`src/core/flash_host_pkg.sv`:
```
// Constants for the sector flash host controller
// Functional notes
// - The host keeps address bits 17..8 at the sector address on every write strobe of a sector load.
// - The host issues each byte load within 150 us of the previous one.
// - After a protection sequence the host loads a full sector of 256 bytes.
// - The host presents command data on the eight data lines and command addresses on bits 14..0.
// - The host detects completion only when the toggle status bit stops changing between reads.
// - The host polls at one fixed address for all status reads.
package flash_host_pkg;
	localparam int ADDR_W       = 18;
	localparam int SECTOR_LSB   = 8;
	localparam int SECTOR_BYTES = 256;
	localparam int CLK_MHZ      = 125;
	localparam int BLC_US       = 150;
	localparam int BLC_CYC      = BLC_US * CLK_MHZ;
	localparam int LOAD_GAP_US  = 100;
	localparam int LOAD_GAP_CYC = LOAD_GAP_US * CLK_MHZ;
	localparam int WC_MS        = 10;
	localparam int WC_CYC       = WC_MS * 1000 * CLK_MHZ;
	localparam int TOGGLE_BIT   = 6;
	localparam int CMD_ADDR_W   = 15;
	localparam logic [14:0] CMD_ADDR_A = 15'h5555;
	localparam logic [14:0] CMD_ADDR_B = 15'h2AAA;
	localparam logic [7:0]  CMD_DATA_A = 8'hAA;
	localparam logic [7:0]  CMD_DATA_B = 8'h55;
	localparam logic [7:0]  CMD_PROT_ON  = 8'hA0;
	localparam logic [7:0]  CMD_PROT_OFF = 8'h20;
	localparam logic [7:0]  CMD_ID_IN    = 8'h90;
	localparam logic [7:0]  CMD_ID_OUT   = 8'hF0;
	localparam logic [7:0]  CMD_BOOT     = 8'h80;
	localparam logic [7:0]  CMD_BOOT_LO  = 8'h00;
	localparam logic [7:0]  CMD_BOOT_HI  = 8'hFF;
	localparam logic [2:0]  OP_READ    = 3'h0;
	localparam logic [2:0]  OP_PROG    = 3'h1;
	localparam logic [2:0]  OP_PROT_ON = 3'h2;
	localparam logic [2:0]  OP_PROT_OFF= 3'h3;
	localparam logic [2:0]  OP_ID_IN   = 3'h4;
	localparam logic [2:0]  OP_ID_OUT  = 3'h5;
	localparam logic [2:0]  OP_BOOT_LO = 3'h6;
	localparam logic [2:0]  OP_BOOT_HI = 3'h7;
	localparam logic [1:0]  PH_SETUP  = 2'h0;
	localparam logic [1:0]  PH_STROBE = 2'h1;
	localparam logic [1:0]  PH_HOLD   = 2'h2;
	localparam logic [1:0]  PH_LAST   = 2'h3;
endpackage : flash_host_pkg

```
`src/core/bus_cycle_if.sv`:
```
// Handshake between sequencer and pin cycle engine
`timescale 1ns/100ps
interface bus_cycle_if;
	logic        start;
	logic        isWrite;
	logic [17:0] addr;
	logic [7:0]  wdata;
	logic        done;
	logic [7:0]  rdata;
	modport seq (output start, isWrite, addr, wdata, input done, rdata);
	modport eng (input start, isWrite, addr, wdata, output done, rdata);
endinterface : bus_cycle_if

```
`src/core/bus_cycle_engine.sv`:
```
// One read or write strobe on the flash pins, four phases of 16 cycles
`timescale 1ns/100ps
module bus_cycle_engine
	import flash_host_pkg::*;
(
	input  wire logic  clk,
	input  wire logic  rst,
	bus_cycle_if.eng   cyc,
	input  wire logic [7:0] dataInSync,
	output logic [17:0] addrPin,
	output logic [7:0]  dataOut,
	output logic        dataOe,
	output logic        chipEnableN,
	output logic        outEnableN,
	output logic        writeEnableN
);
	logic [1:0] phase;
	logic [3:0] tick;
	logic       busy;
	logic       wr;
	wire        phaseEnd = (tick == 4'hF);
	always_ff @(posedge clk or posedge rst) begin
		if (rst) begin
			busy <= 1'b0;
			phase <= PH_SETUP;
			tick <= 4'h0;
			wr <= 1'b0;
			addrPin <= '0;
			dataOut <= 8'h00;
			dataOe <= 1'b0;
			chipEnableN <= 1'b1;
			outEnableN <= 1'b1;
			writeEnableN <= 1'b1;
			cyc.done <= 1'b0;
			cyc.rdata <= 8'h00;
		end else begin
			cyc.done <= 1'b0;
			if (!busy && cyc.start) begin
				busy <= 1'b1;
				phase <= PH_SETUP;
				tick <= 4'h0;
				wr <= cyc.isWrite;
				addrPin <= cyc.addr;
				dataOut <= cyc.wdata;
				dataOe <= cyc.isWrite;
				chipEnableN <= 1'b0;
			end else if (busy) begin
				tick <= tick + 4'h1;
				if (phaseEnd) begin
					phase <= phase + 2'h1;
					case (phase)
						PH_SETUP: begin
							if (wr) writeEnableN <= 1'b0;
							else outEnableN <= 1'b0;
						end
						PH_STROBE: begin
							if (!wr) cyc.rdata <= dataInSync;
							writeEnableN <= 1'b1;
							outEnableN <= 1'b1;
						end
						PH_HOLD: begin
							chipEnableN <= 1'b1;
							dataOe <= 1'b0;
						end
						PH_LAST: begin
							busy <= 1'b0;
							cyc.done <= 1'b1;
						end
						default: busy <= 1'b0;
					endcase
				end
			end
		end
	end
	chk_oe_we_excl: assert property (@(posedge clk) disable iff (rst)
		!(!outEnableN && !writeEnableN))
		else $error("output and write enable both low");
	chk_drive_write: assert property (@(posedge clk) disable iff (rst)
		!writeEnableN |-> dataOe && !chipEnableN)
		else $error("write strobe without data drive");
	chk_done_timing: assert property (@(posedge clk) disable iff (rst)
		(!busy && cyc.start) |-> ##65 cyc.done)
		else $error("bus cycle length wrong");
endmodule : bus_cycle_engine

```
`src/core/sector_flash_host.sv`:
```
// Host sequencer: commands, sector loads, toggle polling
`timescale 1ns/100ps
module sector_flash_host
	import flash_host_pkg::*;
#(
	parameter int BLC_CYCLES = BLC_CYC,
	parameter int GAP_CYCLES = LOAD_GAP_CYC,
	parameter int WC_CYCLES  = WC_CYC
)(
	input  wire logic        clk,
	input  wire logic        rst,
	input  wire logic        reqValid,
	input  wire logic [2:0]  reqOp,
	input  wire logic [17:0] reqAddr,
	input  wire logic [7:0]  reqData,
	output logic        reqReady,
	output logic        dataReq,
	input  wire logic [7:0]  dataByte,
	output logic        rspValid,
	output logic [7:0]  rspData,
	output logic        rspTimeout,
	output logic [17:0] flashAddr,
	output logic [7:0]  flashDataOut,
	output logic        flashDataOe,
	input  wire logic [7:0]  flashDataIn,
	output logic        chipEnableN,
	output logic        outEnableN,
	output logic        writeEnableN
);
	if (BLC_CYCLES < 2 || GAP_CYCLES >= BLC_CYCLES ||
			WC_CYCLES < 1) begin
		$error("bad timing parameters");
	end
	typedef enum logic [2:0] {
		S_IDLE = 3'b000, S_CMD = 3'b001, S_LOAD = 3'b011,
		S_WAIT = 3'b010, S_POLL = 3'b110, S_READ = 3'b111
	} state_t;
	state_t      state;
	bus_cycle_if cyc();
	logic [7:0]  dMeta, dSync;
	logic [2:0]  op;
	logic [17:0] base;
	logic [7:0]  single;
	logic [2:0]  cmdIdx;
	logic [8:0]  byteIdx;
	logic [31:0] timer;
	logic        issued;
	logic        havePrev;
	logic        prevBit;
	logic [7:0]  pendByte;
	always_ff @(posedge clk or posedge rst) begin
		if (rst) begin
			dMeta <= 8'h00;
			dSync <= 8'h00;
		end else begin
			dMeta <= flashDataIn;
			dSync <= dMeta;
		end
	end
	bus_cycle_engine engine (
		.clk          (clk),
		.rst          (rst),
		.cyc          (cyc.eng),
		.dataInSync   (dSync),
		.addrPin      (flashAddr),
		.dataOut      (flashDataOut),
		.dataOe       (flashDataOe),
		.chipEnableN  (chipEnableN),
		.outEnableN   (outEnableN),
		.writeEnableN (writeEnableN)
	);
	// Command words of each sequence: unlock prefix, opcode and boot select
	wire [2:0] cmdLen = (op == OP_BOOT_LO || op == OP_BOOT_HI) ? 3'h6 :
		(op == OP_PROG) ? 3'h0 : 3'h3;
	wire [7:0] opCode =
		(op == OP_PROT_ON)  ? CMD_PROT_ON :
		(op == OP_PROT_OFF) ? CMD_PROT_OFF :
		(op == OP_ID_IN)    ? CMD_ID_IN :
		(op == OP_ID_OUT)   ? CMD_ID_OUT : CMD_BOOT;
	wire [7:0] bootSel = (op == OP_BOOT_HI) ? CMD_BOOT_HI : CMD_BOOT_LO;
	wire [2:0] ci = cmdIdx;
	wire [14:0] cmdA = (ci == 3'h1 || ci == 3'h4) ? CMD_ADDR_B : CMD_ADDR_A;
	wire [7:0] cmdD = (ci == 3'h1 || ci == 3'h4) ? CMD_DATA_B :
		(ci == 3'h0 || ci == 3'h3) ? CMD_DATA_A :
		(ci == 3'h5) ? bootSel : opCode;
	wire loadsData = (op == OP_PROG || op == OP_PROT_ON || op == OP_PROT_OFF);
	wire [7:0] loadA = byteIdx[7:0];
	// Past the device's load window before the first status read
	wire timeUp = (timer >= 32'(BLC_CYCLES + GAP_CYCLES));
	wire wcOver = (timer >= 32'(WC_CYCLES));
	wire pollBit = cyc.rdata[TOGGLE_BIT];
	always_ff @(posedge clk or posedge rst) begin
		if (rst) begin
			state <= S_IDLE;
			op <= OP_READ;
			base <= '0;
			single <= 8'h00;
			cmdIdx <= 3'h0;
			byteIdx <= 9'h000;
			timer <= 32'h0;
			issued <= 1'b0;
			havePrev <= 1'b0;
			prevBit <= 1'b0;
			pendByte <= 8'h00;
			reqReady <= 1'b0;
			dataReq <= 1'b0;
			rspValid <= 1'b0;
			rspData <= 8'h00;
			rspTimeout <= 1'b0;
			cyc.start <= 1'b0;
			cyc.isWrite <= 1'b0;
			cyc.addr <= '0;
			cyc.wdata <= 8'h00;
		end else begin
			cyc.start <= 1'b0;
			rspValid <= 1'b0;
			dataReq <= 1'b0;
			reqReady <= (state == S_IDLE) && !reqValid;
			timer <= timer + 32'h1;
			case (state)
				S_IDLE: if (reqValid && reqReady) begin
					op <= reqOp;
					base <= reqAddr;
					single <= reqData;
					cmdIdx <= 3'h0;
					byteIdx <= 9'h000;
					issued <= 1'b0;
					reqReady <= 1'b0;
					rspTimeout <= 1'b0;
					state <= (reqOp == OP_READ) ? S_READ :
						(reqOp == OP_PROG) ? S_LOAD : S_CMD;
				end
				S_CMD: if (!issued) begin
					cyc.start <= 1'b1;
					cyc.isWrite <= 1'b1;
					cyc.addr <= {3'b000, cmdA};
					cyc.wdata <= cmdD;
					issued <= 1'b1;
				end else if (cyc.done) begin
					issued <= 1'b0;
					cmdIdx <= cmdIdx + 3'h1;
					if (cmdIdx + 3'h1 == cmdLen) begin
						timer <= 32'h0;
						byteIdx <= 9'h000;
						state <= loadsData ? S_LOAD : S_IDLE;
						rspValid <= !loadsData;
					end
				end
				S_LOAD: if (!issued) begin
					if (byteIdx == 9'(SECTOR_BYTES)) begin
						timer <= 32'h0;
						havePrev <= 1'b0;
						state <= S_WAIT;
					end else begin
						dataReq <= 1'b1;
						issued <= 1'b1;
						timer <= 32'h0;
					end
				end else if (dataReq) begin
					pendByte <= dataByte;
				end else if (!cyc.start && cyc.done == 1'b0 &&
						timer == 32'h2) begin
					cyc.start <= 1'b1;
					cyc.isWrite <= 1'b1;
					// Sector bits fixed, full 256 bytes
					cyc.addr <= {base[ADDR_W-1:SECTOR_LSB], loadA};
					cyc.wdata <= (op == OP_PROG && loadA != base[7:0]) ?
						pendByte : ((op == OP_PROG) ? single : pendByte);
				end else if (cyc.done) begin
					issued <= 1'b0;
					byteIdx <= byteIdx + 9'h001;
				end
				S_WAIT: if (timeUp) begin
					timer <= 32'h0;
					state <= S_POLL;
				end
				S_POLL: if (!issued) begin
					cyc.start <= 1'b1;
					cyc.isWrite <= 1'b0;
					cyc.addr <= base;
					issued <= 1'b1;
				end else if (cyc.done) begin
					issued <= 1'b0;
					havePrev <= 1'b1;
					prevBit <= pollBit;
					if (havePrev && pollBit == prevBit) begin
						rspValid <= 1'b1;
						state <= S_IDLE;
					end else if (wcOver) begin
						rspTimeout <= 1'b1;
						rspValid <= 1'b1;
						state <= S_IDLE;
					end
				end
				S_READ: if (!issued) begin
					cyc.start <= 1'b1;
					cyc.isWrite <= 1'b0;
					cyc.addr <= base;
					issued <= 1'b1;
				end else if (cyc.done) begin
					rspData <= cyc.rdata;
					rspValid <= 1'b1;
					issued <= 1'b0;
					state <= S_IDLE;
				end
				default: state <= S_IDLE;
			endcase
		end
	end
	// Cycles since the previous sector byte strobe
	logic [31:0] sinceLoad;
	always_ff @(posedge clk or posedge rst) begin
		if (rst)
			sinceLoad <= 32'h0;
		else if (state == S_LOAD && cyc.start)
			sinceLoad <= 32'h0;
		else
			sinceLoad <= sinceLoad + 32'h1;
	end
	chk_load_window: assert property (@(posedge clk) disable iff (rst)
		(state == S_LOAD && cyc.start && byteIdx != 9'h000) |->
		sinceLoad < 32'(BLC_CYCLES))
		else $error("byte load gap too long");
	chk_sector_hold: assert property (@(posedge clk) disable iff (rst)
		(state == S_LOAD && cyc.start) |->
		cyc.addr[17:8] == base[17:8])
		else $error("sector address moved");
	chk_poll_addr: assert property (@(posedge clk) disable iff (rst)
		(state == S_POLL && cyc.start) |-> cyc.addr == base)
		else $error("poll address changed");
	chk_cmd_range: assert property (@(posedge clk) disable iff (rst)
		(state == S_CMD && cyc.start) |-> cyc.addr[17:15] == 3'b000)
		else $error("command address too wide");
	chk_full_sector: assert property (@(posedge clk) disable iff (rst)
		(state == S_LOAD && $past(state) == S_LOAD) |=> byteIdx <= 9'h100)
		else $error("sector count overrun");
	cov_prog: cover property (@(posedge clk) state == S_POLL && rspValid);
	cov_read: cover property (@(posedge clk) state == S_READ && cyc.done);
	cov_cmd: cover property (@(posedge clk) state == S_CMD && cyc.done);
endmodule : sector_flash_host

```
`config.mk`:
```
export PLATFORM = sky130hd
export DESIGN_NAME = sector_flash_host
export DESIGN_NICKNAME = d
export VERILOG_FILES = /design/src/core/flash_host_pkg.sv /design/src/core/bus_cycle_if.sv /design/src/core/bus_cycle_engine.sv /design/src/core/sector_flash_host.sv
export SDC_FILE = /design/constraint.sdc
export NUM_CORES = 1
export LEC_CHECK = 0
export BUFFER_PORTS_ARGS = -buffer_cell sky130_fd_sc_hd__clkbuf_2
export CAP_MARGIN = 20
export CORE_ASPECT_RATIO = 1.25
export CORE_MARGIN = 5
export CORE_UTILIZATION = 53
export DETAILED_ROUTE_END_ITERATION = 12
export MAX_ROUTING_LAYER = met4
export PLACE_DENSITY = 0.76
export SLEW_MARGIN = 20
export SYNTH_ARGS = -nofsm -noshare
export SYNTH_HDL_FRONTEND = slang
export SYNTH_HIERARCHICAL = 1
export SYNTH_SLANG_ARGS = --single-unit
export TNS_END_PERCENT = 50
```
`constraint.sdc`:
```
create_clock -name clk -period 5 [get_ports clk]
set_input_delay 1.25 -clock clk [delete_from_list [all_inputs] [get_ports clk]]
set_output_delay 1.25 -clock clk [all_outputs]
set_load 0.05 [all_outputs]
```
# --- Word level (Yosys, flattened, before mapping) ---
# Index checks and enable logic that the tools add are counted.
totals:
  elab_cells: 271
  out_inout_bits: 42
  regBits: 190
op_classes:
  mux: 128
  add_sub_neg: 5
  n_eq_ne: 49
  order_cmp: 2
  n_reduce_logical: 50
  bitwise: 3
ops:
  columns: ["operator", "n"]
  rows:
  - ["2-to-1 mux 32 bit", 5]
  - ["2-to-1 mux 8 bit", 12]
  - ["case mux 32 bit (3 select lines)", 1]
  - ["2-to-1 mux 18 bit", 5]
  - ["2-to-1 mux 9 bit", 8]
  - ["2-to-1 mux 1 bit", 55]
  - ["2-to-1 mux 3 bit", 18]
  - ["case mux 18 bit (3 select lines)", 1]
  - ["adder 32 x 1 -> 32 bit, second input constant", 1]
  - ["equality test 32 x 2 -> 1 bit, second input constant", 1]
  - [">= comparator 32 x 15 -> 1 bit, second input constant", 1]
  - [">= comparator 32 x 21 -> 1 bit, second input constant", 1]
  - ["!= test 2 bit, second input constant", 16]
  - ["case mux 9 bit (3 select lines)", 1]
  - ["AND reduction 5 bit", 5]
  - ["equality test 3 bit, second input constant", 8]
  - ["case mux 3 bit (6 select lines)", 1]
  - ["case mux 8 bit (2 select lines)", 1]
  - ["nonzero test 2 bit", 8]
  - ["equality test 3 x 2 -> 1 bit, second input constant", 5]
  - ["2-to-1 mux 15 bit", 1]
  - ["2-to-1 mux 7 bit", 2]
  - ["equality test 3 x 1 -> 1 bit, second input constant", 4]
  - ["2-to-1 mux 2 bit", 6]
  - ["other kinds (32)", 70]

# --- Longest topological paths before layout ---
# Gate-level depths: netlist of the first run.
logic_depth:
  word_depth: 10
  mapped_depth: 9

# --- Modules after synthesis ---
# Netlist of the first run, hierarchy kept.
modules_own_cells:
  columns: ["module", "area_each_um2", "n_inst", "cells_each", "seq_area_each_um2"]
  rows:
  - ["sector_flash_host", 6804.0, 1, 638, 3578.4]
  - ["bus_cycle_engine", 1925.6, 1, 185, 1179.9]

# --- Least setup slack after synthesis of the first run ---
# OpenSTA, ideal clock, no wires.
synth_path:
  kind: "reg-to-reg"
  startpoint: "register cmdIdx[0] (netlist: ci[0])"
  endpoint: "register timer[26]"
  arrival_ns: 2.330
  required_time_ns: 4.881
  slack_ns: 2.552
  path_stages_with_launch: 10
  path_buffers: 1
  path_cell_list: "dfrtp_1 > ha_1 > ha_1 > and3b_1 > o211ai_1 > and2_1 > or4b_4 > a21oi_4 > buf_4 > nor2_1"
synth_via:
  elab_chain_cells: 6
synth_lines:
  columns: ["item", "line", "source"]
  rows:
  - ["start: declaration", "sector_flash_host.sv:44", "logic [2:0] cmdIdx;"]
  - ["start signal: assignment", "sector_flash_host.sv:141", "cmdIdx <= cmdIdx + 3'h1;"]
  - ["adder 3 x 1 -> 3 bit", "sector_flash_host.sv:142", "if (cmdIdx + 3'h1 == cmdLen) begin"]
  - ["equality test 3 bit", "sector_flash_host.sv:142", null]
  - ["2-to-1 mux 32 bit", "sector_flash_host.sv:142", null]
  - ["2-to-1 mux 32 bit", "sector_flash_host.sv:139", "end else if (cyc.done) begin"]
  - ["2-to-1 mux 32 bit", "sector_flash_host.sv:133", "S_CMD: if (!issued) begin"]
  - ["case mux 32 bit (3 select lines)", "sector_flash_host.sv:120", "case (state)"]
  - ["end signal: assignment", "sector_flash_host.sv:119", "timer <= timer + 32'h1;"]
  - ["end: declaration", "sector_flash_host.sv:46", "logic [31:0] timer;"]
# Every way passes these cells.
# A chain may end at the register's enable or synchronous reset.

# --- Final worst setup path of the first run ---
layout_path:
  startpoint: "register state[0]"
  endpoint: "register cyc.addr[13]"
layout_via:
  elab_chain_cells: 4
  word_cells_on_any_way: 13
  classes_between: "eq/ne: 9; mux: 1; reduce/logical: 3"
layout_lines:
  columns: ["item", "line", "source"]
  rows:
  - ["start: declaration", "sector_flash_host.sv:38", "state_t state;"]
  - ["start signal: assignment", "sector_flash_host.sv:130", "state <= (reqOp == OP_READ) ? S_READ :"]
  - ["start signal: assignment", "sector_flash_host.sv:145", "state <= loadsData ? S_LOAD : S_IDLE;"]
  - ["equality test 3 bit", "sector_flash_host.sv:120", null]
  - ["OR reduction 2 bit (no line)", null, null]
  - ["!= test 2 bit (no line) or nonzero test 3 bit (tied branches)", null, null]
  - ["AND reduction 6 bit (no line)", null, null]
  - ["end signal: assignment", "sector_flash_host.sv:136", "cyc.addr <= {3'b000, cmdA};"]
  - ["end signal: assignment", "sector_flash_host.sv:166", "cyc.addr <= {base[ADDR_W-1:SECTOR_LSB], loadA};"]
  - ["end signal: assignment", "sector_flash_host.sv:180", "cyc.addr <= base;"]
  - ["end: declaration", "bus_cycle_if.sv:6", "logic [17:0] addr;"]
# Parallel ways exist; a longest one is shown, timed or not.

==> results.yml, run 1 <==
run_status:
  status: "finished clean"
clocking:
  clk_path_buf_depth: 2
  cts_sinks: 190
  cts_resized: 0
  path_clk_slew_ps: 70
  post_cts_buffers: 0
  cts_tree: "yes"
  cts_made_buffers: 17
  htreeDepth: 4
  ctsHoldBuffers: 0
  insertion_delay_ps: 430
  cts_root_buf: "clkbuf_16"
sta:
  slew_headroom: 0.348
  rsz0062_at_grt: "false"
  finalHoldViolations: 0
  skew_ps: 7.67
  max_freq_ghz: 0.303
  maxSlewViolCount: 0
  fin_crit_sh: 0.661
  worst_pin_slew_ps: 979
  setup_viol: 0
  period_minus_slack_ps: 3300
  whs_ps: 344
  finalSetupTns_ps: 0
global_routing:
  grt_max_degree: 100
  grt_util_met3: 0.0344
  gr-total-overflow: 0
  use_met2: 0.326
  busiest_layer: "met2"
  grt_pass1_wl_um: 31200
  grtUsageTotal: 0.203
  grt_pass1_vias: 6309
  antenna_found_initial: 0
  met1_usage: 0.265
synthesis:
  yosys.area.top_type: "dfrtp_1"
  synth.distinct_cells: 74
  synth.area.top_cells: "dfrtp_1, mux2_2, nand2_1, nor2_1, xnor2_1"
  synth_mux_area_frac: 0.0856
  syn_avg_cell_area_um2: 10.6
  synthMostInstantiatedCell: "dfrtp_1"
  post-synth-top-area-fraction: 0.536
  ys_top_cells_by_count: "dfrtp_1, nand2_1, nor2_1"
  synthXorXnorAreaFrac: 0.0401
  yosysWarningCount: 6
  synth_nets: 885
  synth_top_family_by_area: "simple AND/OR/NAND/NOR gates"
  netlist_area_mm2: 0.00873
  yosys.area_share.simple: 0.191
  synth-edff-count: 0
  synthAdderAreaFrac: 0.0201
  synth_compound_area_frac: 0.0874
  ys_ff_latch: 190
  netlist_instances: 823
  synthArstFlopShare: 1.00
  ys.flop_type: "dfrtp_1"
  synth-seq-area-share: 0.545
placement:
  dp_hpwl_um: 12700
  gp_congestion: 0.867
  place_inst: 1093
  io_buffer_count: 89
  placed_area_mm2: 0.00931
final_layout:
  nets: 959
  regArea_mm2: 0.00476
  final_area_mm2: 0.00996
  syn2layout_area_growth_pct: 14.1
  final-instance-count-excl-fill: 1126
  fill_cells: 1307
  layout-drive-gt1-share: 0.240
  multi_input_area_mm2: 0.00372
  antennaDiodeCount: 0
critical_path:
  end_kind: "flop"
  critPathMaxFanout: 26
  worstPathRequired_ps: 5330
  critical_path_class: "reg2reg"
  critPathArrivalTime_ps: 3630
  rrSetupSlack_ps: 1700
  startpoint_type: "flop"
die:
  fp.dieArea_mm2: 0.0192
  die_w_um: 125
  io_pins: 90
  initial_core_util: 0.539
  core_area_mm2: 0.0162
  row_count: 52
  die_h_um: 153
pwr:
  ir_drop_uv: 259
  leakagePower_nw: 4.63
  p_per_area_mw_per_mm2: 560
  power_mw: 5.57
job:
  cap_viol_max_count: 0
route:
  wl_um: 18200
  drc_errors: 0
  num_vias: 6305
  routed_via_density: 5.60
  firstDrtPassIters: 5
  drt-wirelength-per-cell_um: 16.2
  antenna_left: 0
  drtIter0Drc: 511
hold_path:
  hold_class: "reg2reg"
## stage by stage
step / setup slack [ps] / utilization
global route: 1390 / 0.615
floorplan: 1960 / -
finish: 1700 / 0.615
CTS: 1710 / 0.613
detailed placement: 1790 / 0.575
global placement: 1770 / 0.574
## cell usage in the layout (no fill, tap or decap), types with 4 or more instances in the layout
master | synthesis | routed
a21oi_1 | 26 | 26
a221oi_1 | 9 | 9
nand3_1 | 30 | 30
a22o_1 | 4 | 4
xnor2_1 | 21 | 21
and4_1 | 5 | 5
mux2i_1 | 6 | 6
inv_6 | 0 | 6
nor3_1 | 18 | 17
o211ai_1 | 6 | 6
nor4_1 | 9 | 9
nand2b_1 | 7 | 6
and3_1 | 5 | 5
clkbuf_2 | 0 | 89
xor2_1 | 19 | 19
mux2_2 | 61 | 61
o21ai_0 | 31 | 31
clkbuf_16 | 0 | 17
or3_1 | 6 | 6
and2_1 | 8 | 8
ha_1 | 14 | 14
nand2_1 | 142 | 142
o31ai_1 | 5 | 5
buf_4 | 4 | 4
nor2_1 | 68 | 68
inv_1 | 19 | 17
nand4_1 | 9 | 9
dfrtp_1 | 187 | 187
## sequential cells by signal, indices dropped and copies added (netlist names), 2 cells and up
signal            count
base                 18
byteIdx               9
ci                    3
cyc.addr             18
cyc.wdata             8
dMeta                 8
dSync                 8
engine/addrPin       18
engine/cyc.rdata      8
engine/dataOut        8
engine/phase          2
engine/tick           4
op                    3
pendByte              8
rspData               8
single                8
state                 3
timer                32
## layer usage
| metal | routed length, um | vias up |
|---|---|---|
| li1 | - | 2996 |
| met4 | 369 | 0 |
| met5 | 0 | - |
| met3 | 768 | 30 |
| met1 | 7900 | 3126 |
| met2 | 9190 | 153 |
## power breakdown
group	leakage (nW)	switching (mW)	internal [mW]
clock network	0.302	0.590	0.814
logic	1.89	1.12	0.652
registers	2.44	0.405	2.00
total	4.63	2.11	3.46
## worst paths after layout
kind	start	end	cells after the start
max in group asynchronous	rst	timer[0]	3
max	state[0]	cyc.addr[13]	6
min in group asynchronous	rst	dMeta[3]	2
min reg2reg	dMeta[5]	dSync[5]	0
max reg2reg	state[0]	cyc.addr[13]	6
min	dMeta[5]	dSync[5]	0
## cells by family after synthesis
family / count (synthesis)
simple gates: 339
flops: 190
compound gates: 113
mux: 67
buf+inv: 60
xor+xnor: 40
fa+ha+maj: 14
## area by class of cell
type	count	share of cell area
inverters	20	0.00791
repair buffers	95	0.0518
clock inverters	13	0.0176
multi-input cells	573	0.373
flip-flops and latches	190	0.478
clock buffers	19	0.0445
well taps	216	0.0271
## worst max-delay path, stage by stage, from the launching register on
cell,delay (ps)
dfrtp_1,630
and3b_1,890
nand4_1,260
nor4_4,560
nor2_1,320
buf_4,280
o31ai_2,260
No activity file was read; power rests on OpenSTA's default activity.
==> inputs of run 2 (changes only) <==
==> constraint.sdc (replaced) <==
create_clock -name clk -period 3 [get_ports clk]
set_input_delay 0.75 -clock clk [delete_from_list [all_inputs] [get_ports clk]]
set_output_delay 0.75 -clock clk [all_outputs]
set_load 0.05 [all_outputs]
==> results.yml, run 2 (synthesis gave the netlist of run 1 again) <==
sta:
  whs_ps: 351
  setup_slack_ps: 344
  slew_headroom: 0.510
  period_minus_slack_ps: 2660
  max_freq_ghz: 0.376
  maxSlewViolCount: 0
  skew_ps: 10.0
  setup_viol: 0
  rsz0062_at_grt: "false"
  worst_pin_slew_ps: 717
  finalSetupTns_ps: 0
  fin_crit_sh: 0.885
  finalHoldViolations: 0
final_layout:
  fill_cells: 1308
  largest_reg_flops: 32
  multi_input_area_mm2: 0.00371
  syn2layout_area_growth_pct: 14.8
  nets: 970
  top_register: "timer"
  layout_common_cells: "dfrtp_1, nand2_1, clkbuf_2, nor2_1, mux2_2"
  regArea_mm2: 0.00476
  mostFrequentLayoutCell: "dfrtp_1"
  antennaDiodeCount: 0
  layout-drive-gt1-share: 0.249
clocking:
  clk_path_buf_depth: 2
  path_clk_slew_ps: 70
  cts_root_buf: "clkbuf_16"
  insertion_delay_ps: 430
  htreeDepth: 4
  cts_made_buffers: 17
  cts_sinks: 190
  post_cts_buffers: 0
  cts_resized: 0
  cts_tree: "yes"
  ctsHoldBuffers: 0
hold_path:
  min_path_cells: 0
  min_from: "dMeta[5]"
  hold_class: "reg2reg"
  min_delay_worst_endpoint: "dSync[5]"
job:
  cap_viol_max_count: 0
placement:
  pre_cts_slack_ps: 379
  gp_congestion: 0.852
  io_buffer_count: 89
  dp_hpwl_um: 13100
global_routing:
  grt_pass1_vias: 6282
  antenna_found_initial: 0
  grt_max_degree: 56
  gr-total-overflow: 0
  grtUsageTotal: 0.203
  grt_pass1_wl_um: 31200
route:
  drt-wirelength-per-cell_um: 16.2
  firstDrtPassIters: 5
  num_vias: 6345
  antenna_left: 0
  drtIter0Drc: 473
  wl_um: 18400
  drc_errors: 0
  routed_via_density: 5.58
critical_path:
  critical_path_class: "reg2reg"
  worstPathRequired_ps: 3310
  startpoint_type: "flop"
  rrSetupSlack_ps: 340
  r2r-end: "timer[8]"
  end_kind: "flop"
  cp_slowest_cell: "or4b_4"
  regToRegStartpoint: "ci[0]"
  critPathBufInv: 1
  crit_top_cell: "ha_1"
  cpPeakStageDelay_ps: 530
  critPathArrivalTime_ps: 2970
  crit_family: "simple AND/OR/NAND/NOR gates"
  crit_chain: "ha_1 > ha_1 > and3b_1 > o211ai_1 > and2_1 > or4b_4 > a21oi_4 > buf_12 > nor2_1"
  r2r_cells: 9
  critPathMaxFanout: 32
pwr:
  leakagePower_nw: 4.67
  ir_drop_uv: 372
  p_per_area_mw_per_mm2: 921
die:
  core_area_mm2: 0.0162
  die_w_um: 125
  initial_core_util: 0.539
  row_count: 52
  fp.dieArea_mm2: 0.0192
  io_pins: 90
  die_h_um: 153
run_status:
  status: "finished clean"
==> run 2: cell types whose count changed in the layout (fill, tap and decap cells not counted), moves of 2 or more <==
cell	previous run	this run
inv_6	6	4
buf_12	2	4
buf_4	4	13
clkinvlp_4	2	4
bufinv_16	3	1
==> run 2: final cells by class <==
class                           count  share of cell area
Tap cell                          216              0.0270
Clock buffer                       17              0.0425
Inverter                           20             0.00787
Clock inverter                     15              0.0154
Sequential cell                   190               0.475
Timing Repair Buffer              106              0.0622
Multi-Input combinational cell    573               0.370
==> run 2: metrics by stage <==
stage               cell area [um^2]  utilization  cells  power, mW
finish                         10000        0.619   1137       9.23
floorplan                       8730            -    823       6.27
global placement                9440        0.583   1105       6.96
global route                   10000        0.619   1137       9.79
CTS                            10000        0.619   1137       9.29
detailed placement              9440        0.583   1105       7.07
==> run 2: where the power goes <==
part           internal [mW]  switching (mW)  total (mW)  leakage, nW
Combinational           1.15            1.87        3.02         1.95
Clock                   1.17            1.03        2.20        0.277
Sequential              3.33           0.681        4.01         2.44
Total                   5.65            3.58        9.23         4.67
==> run 2: layer usage <==
metal | vias up | track usage | routed length [um]
li1 | 3026 | - | -
met1 | 3152 | 0.256 | 8080
met2 | 141 | 0.334 | 9390
met3 | 26 | 0.0437 | 692
met4 | 0 | 0.0559 | 264
met5 | - | - | 0
==> run 2: worst max-delay path by stage <==
| stage | start | cells past startpoint | endpoint |
|---|---|---|---|
| floorplan | rst | 1 | base[0] |
| global placement | ci[0] | 9 | timer[15] |
| detailed placement | ci[0] | 9 | timer[13] |
| CTS | ci[0] | 9 | timer[23] |
| global route | ci[0] | 8 | byteIdx[2] |
| finish | ci[0] | 9 | timer[8] |
==> inputs of run 3 (changes only) <==
--- a/config.mk
+++ b/config.mk
@@ -9,11 +9,10 @@
 export CAP_MARGIN = 20
 export CORE_ASPECT_RATIO = 1.25
 export CORE_MARGIN = 5
-export CORE_UTILIZATION = 53
+export CORE_UTILIZATION = 54
 export DETAILED_ROUTE_END_ITERATION = 12
 export MAX_ROUTING_LAYER = met4
-export PLACE_DENSITY = 0.76
-export SLEW_MARGIN = 20
+export PLACE_DENSITY = 0.74
 export SYNTH_ARGS = -nofsm -noshare
 export SYNTH_HDL_FRONTEND = slang
 export SYNTH_HIERARCHICAL = 1
==> constraint.sdc (replaced) <==
create_clock -name clk -period 2.7 [get_ports clk]
set_input_delay 0.675 -clock clk [delete_from_list [all_inputs] [get_ports clk]]
set_output_delay 0.675 -clock clk [all_outputs]
set_load 0.05 [all_outputs]
==> results.yml, run 3 (synthesis gave the netlist of run 1 again) <==
route:
  firstDrtPassIters: 5
  drc_errors: 0
  antenna_left: 0
  num_vias: 6246
  drt-wirelength-per-cell_um: 16.3
  drtIter0Drc: 425
  wl_um: 18700
  routed_via_density: 5.46
critical_path:
  cp_slowest_cell: "or4b_4"
  critPathArrivalTime_ps: 2890
  rrSetupSlack_ps: 120
  critical_path_class: "reg2reg"
  cpPeakStageDelay_ps: 530
  critPathMaxFanout: 32
  startpoint_type: "flop"
  end_kind: "flop"
  crit_top_cell: "ha_1"
  r2r-end: "timer[28]"
  r2r_cells: 9
  regToRegStartpoint: "ci[0]"
  crit_chain: "ha_1 > ha_1 > nor3b_1 > o211ai_1 > and2_1 > or4b_4 > a21oi_4 > buf_12 > nor2_1"
  worstPathRequired_ps: 3020
pwr:
  p_seq_frac: 0.432
  power_mw: 10.3
  leakagePower_nw: 4.69
  power_frac_clock: 0.237
  ir_drop_uv: 439
  p_per_area_mw_per_mm2: 1030
  p_sw_mw: 3.94
  netSwitchingFraction: 0.383
  internal_power_mw: 6.36
  power_frac_comb: 0.330
clocking:
  cts_tree: "yes"
  htreeDepth: 4
  insertion_delay_ps: 430
  cts_sinks: 190
  path_clk_slew_ps: 70
  cts_resized: 0
  cts_made_buffers: 17
  post_cts_buffers: 0
  clk_path_buf_depth: 2
  ctsHoldBuffers: 0
  cts_root_buf: "clkbuf_16"
sta:
  fin_crit_sh: 0.954
  maxSlewViolCount: 0
  worst_pin_slew_ps: 847
  finalHoldViolations: 0
  setup_viol: 0
  max_freq_ghz: 0.388
  whs_ps: 245
  finalSetupTns_ps: 0
  skew_ps: 7.71
  period_minus_slack_ps: 2580
  rsz0062_at_grt: "false"
  slew_headroom: 0.433
final_layout:
  nets: 976
  mostFrequentLayoutCell: "dfrtp_1"
  antennaDiodeCount: 0
  fill_cells: 1332
  layout_common_cells: "dfrtp_1, nand2_1, clkbuf_2, nor2_1, mux2_2"
  syn2layout_area_growth_pct: 14.9
  largest_reg_flops: 32
  layout-drive-gt1-share: 0.250
  regArea_mm2: 0.00476
  multi_input_area_mm2: 0.00371
  top_register: "timer"
  utilization: 0.624
global_routing:
  use_met2: 0.341
  antenna_found_initial: 0
  grt_util_met3: 0.0316
  met1_usage: 0.283
  grtUsageTotal: 0.214
  grt_pass1_wl_um: 31300
  grt_max_degree: 80
  grt_pass1_vias: 6234
  busiest_layer: "met2"
  gr-total-overflow: 0
die:
  io_pins: 90
  core_area_mm2: 0.0161
  row_count: 52
  die_w_um: 124
  die_h_um: 152
  initial_core_util: 0.543
  fp.dieArea_mm2: 0.0188
placement:
  dp_hpwl_um: 12900
  gp_congestion: 0.846
  io_buffer_count: 89
job:
  cap_viol_max_count: 0
run_status:
  status: "finished clean"
hold_path:
  hold_class: "in2async"
==> run 3: worst max-delay path: cells and delay by family (launching register included) <==
family	cells	cell delay [ps]
AOI/OAI and AO/OA	2	310
and+or+nand+nor	4	1010
buffers and inverters	1	190
adders and majority gates	2	530
DFF	1	410
==> run 3: worst max-delay path by stage <==
stage               cells past startpoint         to  start  slack (ps)
floorplan                               1    base[0]    rst         230
global placement                        9  timer[31]  ci[0]         210
detailed placement                      9   timer[5]  ci[0]         140
CTS                                     9   timer[5]  ci[0]         130
global route                            9   timer[7]  ci[0]          20
finish                                  9  timer[28]  ci[0]         120
==> run 3: metrics by stage <==
step                instances  setup WS, ps  cell area (um^2)
finish                   1143           125             10000
global route             1143          16.2             10000
CTS                      1143           125             10000
detailed placement       1111           140              9460
global placement         1111           207              9460
floorplan                 823           234              8730
==> run 3: cell type report <==
type	instances	area share
timing repair buffer	112	0.0641
inverter	20	0.00786
clock buffer	20	0.0435
tap	216	0.0269
multi-input combinational	573	0.370
sequential	190	0.474
clock inverter	12	0.0136
==> run 3: power by group through the flow <==
stage	clock network, mW	logic [mW]	registers (mW)
6_report	2.45	3.40	4.46
2_1_floorplan	0	2.11	4.86
3_3_place_gp	0	3.31	4.44
3_5_place_dp	0	3.38	4.48
4_1_cts	2.49	3.42	4.45
5_1_grt	2.60	3.71	4.57
==> run 3: routing by layer <==
metal / vias to the layer above / wire [um] / share of wire
met3: 27 / 653 / 0.035
li1: 3026 / - / -
met1: 3059 / 8200 / 0.44
met2: 134 / 9500 / 0.51
met5: - / 0 / 0
met4: 0 / 321 / 0.017
